[config.mk]
export PLATFORM = sky130hd
export DESIGN_NAME = lbhrc_top
export DESIGN_NICKNAME = d
export VERILOG_FILES = /design/src/hw/lbhrc_pkg.sv /design/src/hw/lbhrc_sync.sv /design/src/hw/lbhrc_top.sv
export SDC_FILE = /design/constraint.sdc
export NUM_CORES = 1
export LEC_CHECK = 0
export BUFFER_PORTS_ARGS = -buffer_cell sky130_fd_sc_hd__clkbuf_2
export CORE_MARGIN = 1
export CORE_UTILIZATION = 28
export DETAILED_ROUTE_END_ITERATION = 8
export PLACE_DENSITY_LB_ADDON = 0.12
export SLEW_MARGIN = 10
export SYNTH_ARGS = -nofsm -noshare
export SYNTH_HDL_FRONTEND = slang
export SYNTH_SLANG_ARGS = --single-unit
[constraint.sdc]
create_clock -name ref_clk -period 5.4 [get_ports ref_clk]
set_clock_uncertainty 0.1 [all_clocks]
set_input_delay 0.54 -clock ref_clk [delete_from_list [all_inputs] [get_ports ref_clk]]
set_output_delay 0.54 -clock ref_clk [all_outputs]
set_load 0.1 [all_outputs]
[src/hw/lbhrc_pkg.sv]
/*
 * Constants and phase type for the local bus hold/ready control block.
 * Assumes a single 10 MHz local bus clock and an active-low async reset.
 */
package lbhrc_pkg;
	localparam int unsigned ADDR_W = 4;
	localparam logic [ADDR_W-1:0] REG_CTRL = 4'h0;
	localparam logic [ADDR_W-1:0] REG_STAT = 4'h4;
	// control register bit positions
	localparam int unsigned CTRL_CFG_DIS = 0;
	localparam int unsigned CTRL_CORE_RST = 1;
	localparam int unsigned CTRL_EXT_MC = 2;
	// status register bit positions
	localparam int unsigned STAT_GRANT = 0;
	localparam int unsigned STAT_WRITE = 1;
	localparam int unsigned STAT_DEFER = 2;
	localparam int unsigned STAT_HOLDRST = 3;
	localparam int unsigned STAT_PHASE = 4;
	localparam int unsigned PHASE_W = 3;
	localparam logic [1:0] SIZE_8 = 2'h0;
	localparam logic [1:0] SIZE_16 = 2'h1;
	localparam logic [1:0] SIZE_32 = 2'h2;
	localparam logic [7:0] CTRL_RESET = 8'h00;
	typedef enum logic [PHASE_W-1:0] {
		idle_phase,
		addr_phase,
		xfer_phase,
		wait_phase,
		recovery_phase,
		bus_surrender_phase
	} lbhrc_phase_t;
endpackage

[src/hw/lbhrc_sync.sv]
/*
 * Two-flop synchroniser, WIDTH bits wide.
 * Assumes inputs come from pins outside the clock domain.
 */
module lbhrc_sync #(
	parameter int unsigned WIDTH = 1
) (
	input  wire logic             ref_clk,
	input  wire logic             rst_n,
	input  wire logic             clk_en,
	input  wire logic [WIDTH-1:0] d,
	output logic      [WIDTH-1:0] q
);
	logic [WIDTH-1:0] stage1;
	logic [WIDTH-1:0] next_stage1;
	logic [WIDTH-1:0] next_q;

	always_comb
	begin
		next_stage1 = clk_en ? d : stage1;
		next_q = clk_en ? stage1 : q;
	end

	// output reads zero until two enabled edges after release
	always_ff @(posedge ref_clk or negedge rst_n)
	begin
		if (!rst_n)
		begin
			stage1 <= '0;
			q <= '0;
		end
		else
		begin
			stage1 <= next_stage1;
			q <= next_q;
		end
	end
endmodule

[src/hw/lbhrc_top.sv]
/*
 * Local bus cycle control: bus hand-over to an outside master, wait and
 * recovery insertion, write/read and size pins, reset straps and the
 * configuration-retry gate for the primary PCI side.
 * Assumes the core issues one access request at a time on acc_req and
 * that only the hold strap, bus request, ready/recover and defer pins arrive asynchronously to ref_clk.
 */
module lbhrc_top (
	input  wire logic       ref_clk,
	input  wire logic       rst_n,
	input  wire logic       clk_en,
	input  wire logic       bus_req_in,
	input  wire logic       ext_ready_recover_n,
	input  wire logic       int_ready_n,
	input  wire logic       lock_active,
	input  wire logic       core_halted,
	input  wire logic       cfg_defer_pin,
	input  wire logic       core_hold_strap_n,
	input  wire logic       acc_req,
	input  wire logic       acc_write,
	input  wire logic [1:0] acc_size,
	input  wire logic       acc_last,
	input  wire logic       cfg_cycle,
	input  wire logic [3:0] reg_addr,
	input  wire logic [7:0] reg_wdata,
	input  wire logic       reg_wr,
	input  wire logic       reg_rd,
	output logic      [7:0] reg_rdata,
	output logic            bus_grant_out,
	output logic            bus_drive_en,
	output logic            write_read_out,
	output logic            bus_size_code_hi,
	output logic            bus_size_code_lo,
	output logic            size_oe,
	output logic            acc_done,
	output logic            cfg_retry,
	output logic            core_reset
);
	lbhrc_pkg::lbhrc_phase_t phase;
	lbhrc_pkg::lbhrc_phase_t next_phase;
	logic [3:0] pins_s;
	logic       req_s;
	logic       rdy_s;
	logic       defer_s;
	logic       hold_n_s;
	logic [1:0] settle;
	logic [1:0] next_settle;
	logic       straps_taken;
	logic       next_straps_taken;
	logic       defer_strap;
	logic       next_defer_strap;
	logic       hold_strap;
	logic       next_hold_strap;
	logic [7:0] ctrl;
	logic [7:0] next_ctrl;
	logic       wr_latch;
	logic       next_wr_latch;
	logic [1:0] size_latch;
	logic [1:0] next_size_latch;
	logic       ready_ok;
	logic [7:0] next_rdata;
	logic       next_grant;
	logic       next_drive;
	logic       next_done;
	logic       next_retry;
	logic       next_core_reset;

	function automatic logic hit(input logic [3:0] a, input logic [3:0] r);
		hit = (a == r);
	endfunction

	lbhrc_sync #(
		.WIDTH (4)
	) u_sync (
		.ref_clk (ref_clk),
		.rst_n   (rst_n),
		.clk_en  (clk_en),
		.d       ({core_hold_strap_n, bus_req_in, ext_ready_recover_n,
			cfg_defer_pin}),
		.q       (pins_s)
	);
	assign hold_n_s = pins_s[3];
	assign req_s = pins_s[2];
	assign rdy_s = pins_s[1];
	assign defer_s = pins_s[0];

	assign ready_ok = ctrl[lbhrc_pkg::CTRL_EXT_MC] ? !rdy_s : !int_ready_n;

	always_comb
	begin
		next_phase = phase;
		next_wr_latch = wr_latch;
		next_size_latch = size_latch;
		next_done = 1'b0;
		unique case (phase)
			lbhrc_pkg::idle_phase:
			begin
				if (req_s && !lock_active)
					next_phase = lbhrc_pkg::bus_surrender_phase;
				else if (acc_req && !core_halted)
				begin
					next_phase = lbhrc_pkg::addr_phase;
					next_wr_latch = acc_write;
					next_size_latch = acc_size;
				end
			end
			lbhrc_pkg::addr_phase:
				next_phase = lbhrc_pkg::xfer_phase;
			lbhrc_pkg::xfer_phase, lbhrc_pkg::wait_phase:
			begin
				if (!ready_ok)
					next_phase = lbhrc_pkg::wait_phase;
				else if (acc_last)
				begin
					next_phase = lbhrc_pkg::recovery_phase;
					next_done = 1'b1;
				end
				else
					next_phase = lbhrc_pkg::xfer_phase;
			end
			lbhrc_pkg::recovery_phase:
			begin
				if (!ctrl[lbhrc_pkg::CTRL_EXT_MC] || rdy_s)
					next_phase = lbhrc_pkg::idle_phase;
			end
			lbhrc_pkg::bus_surrender_phase:
			begin
				if (!req_s)
				begin
					if (acc_req && !core_halted)
					begin
						next_phase = lbhrc_pkg::addr_phase;
						next_wr_latch = acc_write;
						next_size_latch = acc_size;
					end
					else
						next_phase = lbhrc_pkg::idle_phase;
				end
			end
		endcase
		next_grant = (next_phase == lbhrc_pkg::bus_surrender_phase);
		next_drive = !next_grant;
		if (!clk_en)
		begin
			next_phase = phase;
			next_wr_latch = wr_latch;
			next_size_latch = size_latch;
			next_done = acc_done;
			next_grant = bus_grant_out;
			next_drive = bus_drive_en;
		end
	end

	always_comb
	begin
		next_settle = settle;
		next_straps_taken = straps_taken;
		next_defer_strap = defer_strap;
		next_hold_strap = hold_strap;
		next_ctrl = ctrl;
		next_rdata = reg_rdata;
		if (clk_en)
		begin
			next_settle = {settle[0], 1'b1};
			// straps caught once sync stages hold the pins
			// sync flops still read reset zeros on the first edges
			if (!straps_taken)
			begin
				if (settle[1])
				begin
					next_straps_taken = 1'b1;
					next_hold_strap = !hold_n_s;
					next_defer_strap = defer_s && hold_n_s;
					next_ctrl[lbhrc_pkg::CTRL_CFG_DIS] = defer_s && hold_n_s;
					next_ctrl[lbhrc_pkg::CTRL_CORE_RST] = !hold_n_s;
				end
			end
			else if (reg_wr && hit(reg_addr, lbhrc_pkg::REG_CTRL))
				next_ctrl = reg_wdata;
			next_rdata = 8'h00;
			if (reg_rd && hit(reg_addr, lbhrc_pkg::REG_CTRL))
				next_rdata = ctrl;
			else if (reg_rd && hit(reg_addr, lbhrc_pkg::REG_STAT))
			begin
				next_rdata[lbhrc_pkg::STAT_GRANT] = bus_grant_out;
				next_rdata[lbhrc_pkg::STAT_WRITE] = wr_latch;
				next_rdata[lbhrc_pkg::STAT_DEFER] = defer_strap;
				next_rdata[lbhrc_pkg::STAT_HOLDRST] = hold_strap;
				next_rdata[lbhrc_pkg::STAT_PHASE +: lbhrc_pkg::PHASE_W] =
					phase;
			end
		end
		next_retry = straps_taken ? next_ctrl[lbhrc_pkg::CTRL_CFG_DIS]
			&& cfg_cycle : cfg_retry;
		next_core_reset = !straps_taken ||
			next_ctrl[lbhrc_pkg::CTRL_CORE_RST];
	end

	// register stage; outputs all flopped
	always_ff @(posedge ref_clk or negedge rst_n)
	begin
		if (!rst_n)
		begin
			phase <= lbhrc_pkg::idle_phase;
			settle <= 2'h0;
			wr_latch <= 1'b0;
			size_latch <= lbhrc_pkg::SIZE_32;
			acc_done <= 1'b0;
			bus_grant_out <= 1'b0;
			bus_drive_en <= 1'b1;
			straps_taken <= 1'b0;
			defer_strap <= 1'b0;
			hold_strap <= 1'b0;
			ctrl <= lbhrc_pkg::CTRL_RESET;
			reg_rdata <= 8'h00;
			cfg_retry <= 1'b0;
			core_reset <= 1'b1;
			write_read_out <= 1'b0;
			bus_size_code_hi <= 1'b0;
			bus_size_code_lo <= 1'b0;
			size_oe <= 1'b0;
		end
		else
		begin
			phase <= next_phase;
			settle <= next_settle;
			wr_latch <= next_wr_latch;
			size_latch <= next_size_latch;
			acc_done <= next_done;
			bus_grant_out <= next_grant;
			bus_drive_en <= next_drive;
			straps_taken <= next_straps_taken;
			defer_strap <= next_defer_strap;
			hold_strap <= next_hold_strap;
			ctrl <= next_ctrl;
			reg_rdata <= next_rdata;
			cfg_retry <= next_retry;
			core_reset <= next_core_reset;
			write_read_out <= next_wr_latch;
			bus_size_code_hi <= next_size_latch[1];
			bus_size_code_lo <= next_size_latch[0];
			size_oe <= next_drive && next_straps_taken;
		end
	end
endmodule

Word-level counts from Yosys, hierarchy flattened:

Cells that the tools add are included.

* eq/ne operators: 9
* mux-type cells: 32
* bitwise logic cells: 1
* reduce and logical (&&, ||, !) cells: 25

Operator list (number)
* two-way mux 3 bit: 6
* two-way mux 2 bit: 8
* case mux 3 bit (5 select lines): 1
* two-way mux 7 bit: 2
* two-way mux 1 bit: 13
* == test 3 bit, second input constant: 3
* logical AND 1 bit: 8
* logical NOT 1 bit: 8
* == test 3 x 2 -> 1 bit, second input constant: 2
* AND reduction 3 bit: 2
* == test 4 x 3 -> 1 bit, second input constant: 1
* logical NOT 4 bit: 1
* inequality test 2 bit, second input constant: 2
* case mux 2 bit (2 select lines): 1
* AND reduction 4 bit: 1
* == test 3 x 1 -> 1 bit, second input constant: 1
* logical NOT 3 bit: 1
* logical OR 1 bit: 2
* case mux 1 bit (2 select lines): 1
* nonzero test 2 bit: 1
* OR reduction 2 bit: 1
* NOT 1 bit: 1

* register bits: 43
* input bits: 30
* output and inout port bits: 17
* logic and storage cells: 87

Depth between registers and ports, before layout:

* word-level depth: 9
* depth in mapped cells: 5
* mapped depth without buffers: 4

By module:

A second synthesis with hierarchy kept.

* cell total of the unflattened synthesis: 152
* area total of the unflattened synthesis: 2001.9 um^2

By module, submodules not included
* lbhrc_top: instances 1, cells an instance 135, area an instance 1670.4 um^2, sequential area each 854.6 um^2
* lbhrc_sync: instances 1, cells an instance 17, area an instance 331.6 um^2, sequential area each 200.2 um^2

Worst setup path before layout:

No wires, ideal clock.

* path kind: input port to flip-flop
* start: input port lock_active
* end: register wr_latch
* setup time: 0.128 ns
* data arrival time: 1.558 ns
* data required time: 5.172 ns
* path slack: 3.613 ns
* stages: 4
* buffers on the path: 0
* path through: or3_1 a211o_1 nand3_1 mux2_1

* longest elaborated chain between the ends: 4

Ends and longest elaborated chain
* start, declared: RTL line lbhrc_top.sv:15 `input wire logic lock_active,`
* logical NOT 1 bit: RTL line lbhrc_top.sv:98 `if (req_s && !lock_active)`
* logical AND 1 bit: RTL line lbhrc_top.sv:98
* inequality test 2 bit (no source line)
* AND reduction 4 bit (no source line)
* end signal, assigned: RTL line lbhrc_top.sv:227 `wr_latch <= next_wr_latch;`
* end, declared: RTL line lbhrc_top.sv:56 `logic wr_latch;`

No other way between the ends.
A chain may end at the register's enable or synchronous reset.

Final worst setup path:

* start: input port clk_en
* end: register size_latch[0]

* longest elaborated chain between the ends: 1

Ends and longest elaborated chain
* start, declared: RTL line lbhrc_top.sv:11 `input wire logic clk_en,`
* two-way mux 2 bit: RTL line lbhrc_top.sv:143 `if (!clk_en)`
* end signal, assigned: RTL line lbhrc_top.sv:207 `size_latch <= lbhrc_pkg::SIZE_32;`
* end signal, assigned: RTL line lbhrc_top.sv:228 `size_latch <= next_size_latch;`
* end, declared: RTL line lbhrc_top.sv:58 `logic [1:0] size_latch;`

No other way between the ends.

==> impl_metrics.py <==
metrics = {
    "synth": {
        "synth_nets": 191,
        "synth_edf_count": 0,
        "synth.yosys.seq_area_share": 0.5453,
        "synth_area_leaders": "dfrtp_1, mux2_2, mux2i_1",
        "netlist_area_sq_um": 1934,
        "async_flop_share": 1.000,
        "ys_ff_latch": 42,
        "synth.avg_cell_area_sq_um": 12.01,
        "synth-main-ff-cell": "dfrtp_1",
        "synth.largest_area_cell": "dfrtp_1",
        "synthCells": 161,
        "synth_top_area_share": 0.5045,
        "synthDistinctLibCells": 44,
        "ys_warn_count": 0,
    },
    "drt": {
        "ant_nets": 0,
        "drc": 0,
        "num_vias": 1408,
        "drt_wl_total_mm": 4.199,
        "dr.pass1.iters": 4,
        "wire_per_inst_um": 14.73,
        "drt-initial-drc-count": 51,
        "routed_via_density": 4.940,
    },
    "setup_path": {
        "required_ps": 5470,
        "crit_arrival_ps": 2070,
        "start_kind": "primary input",
        "crit_path_max_fanout": 24,
        "critPathKind": "in2reg",
        "endpoint_kind": "flop",
    },
    "global_routing": {
        "grt_max_degree": 43,
        "grt_pass1_wl_mm": 6.900,
        "grt_usage": 0.1235,
        "grt_pass1_vias": 1361,
        "antenna_found_initial": 0,
        "grt-ovfl-total": 0,
    },
    "finish": {
        "design_area_sq_um": 2341,
        "syn2layout_area_growth_pct": 21.02,
        "finalNetCount": 237,
        "fillers": 644,
        "diodes": 0,
        "drive_above_1_share": 0.3798,
        "multi_input_area_sq_um": 830.8,
        "seq_area_sq_um": 1055,
    },
    "run": {
        "max_cap_violations": 0,
    },
    "power_and_ir_drop": {
        "peakVddDrop_uv": 178.9,
        "p_per_area_nw_per_um2": 452.4,
        "leakagePower_uw": 0.001101,
    },
    "timing": {
        "slew_headroom": 0.3089,
        "tightest_slew_ps": 1037,
        "slew_viol_final": 0,
        "setup_violations": 0,
        "clock.fmax_ghz": 0.5007,
        "tns_ps": 0,
        "fin_crit_ps": 1997,
        "min_period_over_period": 0.3699,
        "worst_hold_slack_ps": 324.8,
        "hold_viol": 0,
        "rsz0062_at_grt": "false",
    },
    "clock_tree": {
        "cts_hold_buf": 0,
        "clock-sinks": 42,
        "cts_buffer_depth": 2,
        "cts-htree-levels": 2,
        "cts_buffers": 5,
        "ctsResizeCount": 0,
        "root_buffer": "clkbuf_8",
        "cts_setup_buffers": 0,
        "cts.clk_slew.worst_paths_ps": 80,
        "worstSkewPairLatency_ps": 290,
        "cts_tree": "yes",
    },
    "place": {
        "place.gp.congestion": 0.7221,
        "placed_area_sq_um": 2231,
        "port_buffers": 46,
        "hpwl_mm": 3.147,
    },
    "floorplan": {
        "core_sq_um": 6495,
        "die_area_sq_um": 7245,
        "start_util": 0.2978,
        "die_h_um": 85.12,
        "rows": 29,
        "ios": 47,
        "die_w_um": 85.12,
    },
    "status": {
        "status": "complete, no violations",
    },
    "worst_hold_path": {
        "min_path_type": "in2async",
    },
}
## cells in the final DEF, fill, tap and decap left out, types with 3 or more instances in the layout
cell / count
clkbuf_2: 46
dfrtp_1: 39
mux2_2: 17
nand2_1: 13
o2bb2ai_1: 9
mux2i_1: 8
o21ai_0: 7
nor2b_1: 6
inv_1: 5
clkbuf_8: 5
nand2b_1: 4
nand3_1: 3
a21oi_1: 3
nor2_1: 3
dfstp_2: 3
## Yosys cell counts, types with 3 or more instances
| library cell | number |
|---|---|
| mux2i_1 | 8 |
| inv_1 | 5 |
| nand3_1 | 3 |
| mux2_2 | 17 |
| nand2b_1 | 4 |
| nand2_1 | 13 |
| buf_2 | 3 |
| clkbuf_1 | 3 |
| dfrtp_1 | 39 |
| nor2b_1 | 6 |
| nor2_1 | 3 |
| dfstp_2 | 3 |
| o21ai_0 | 7 |
| o2bb2ai_1 | 9 |
| a21oi_1 | 3 |
## cells by family after synthesis
family	after synthesis	synth area share
flip-flops	42	0.5453
AND/OR/NAND/NOR	44	0.1371
AO/OA/AOI/OAI	35	0.1358
buffers and inverters	12	0.02522
multiplexers	27	0.1520
XOR/XNOR	1	0.004529
## critical path, cell delays in order
cell	delay, ps
clkbuf_2	400
inv_1	330
nor3_1	300
nand3_1	150
mux2_1	350
## cell type report
cell class / instances / share of cell area
inverter: 5 / 0.008017
tap: 77 / 0.04115
timing repair buffer: 46 / 0.09834
multi-input combinational: 107 / 0.3549
clock inverter: 2 / 0.01603
sequential: 42 / 0.4506
clock buffer: 6 / 0.03100
## registers in the layout, indices dropped and copies added (netlist names), 2 cells and up
name and flops:
settle 2, u_sync.stage1 4, ctrl 8, reg_rdata 8, size_latch 2, u_sync.q 4, phase 3
## metrics by stage
| step | utilization | instances | worst slack, ps | power, uW |
|---|---|---|---|---|
| final | 0.3604 | 285 | 3403 | 1059 |
| after global routing | 0.3604 | 285 | 3247 | 1121 |
| after CTS | 0.3604 | 285 | 3374 | 1075 |
| after detailed placement | 0.3435 | 277 | 3039 | 826.5 |
| after global placement | 0.3435 | 277 | 3112 | 821.8 |
| after floorplan | - | 161 | 3613 | 742.7 |
## per-layer routing
layer | GRT usage | up-vias | share of wire
met4 | 0.03698 | 0 | 0.0057
met3 | 0.03405 | 2 | 0.042
met5 | 0 | - | 0
met1 | 0.1661 | 698 | 0.50
met2 | 0.1943 | 29 | 0.46
li1 | - | 679 | -
## worst paths after layout
kind,from,end,depth (start not counted),slack [ps]
worst max-delay path,clk_en,size_latch[0]$_DFFE_PN0P_,5,3400
worst min-delay path,rst_n,ctrl[3]$_DFFE_PN0P_,1,320
worst max register to register,phase[2]$_DFFE_PN0P_,size_latch[0]$_DFFE_PN0P_,4,3440
worst min register to register,settle[0]$_DFFE_PN0P_,settle[0]$_DFFE_PN0P_,1,360
max in group asynchronous,rst_n,phase[2]$_DFFE_PN0P_,1,4240
min in group ref_clk,acc_write,wr_latch$_DFFE_PN0P_,2,360
## where the power goes
group | total (uW) | internal (uW) | switching (uW) | leakage, uW
Clock | 245 | 138 | 107 | 0.0000514
Combinational | 373 | 106 | 267 | 0.000532
Sequential | 441 | 374 | 67.0 | 0.000518
Note: power is estimated with default switching activity, not from simulation.
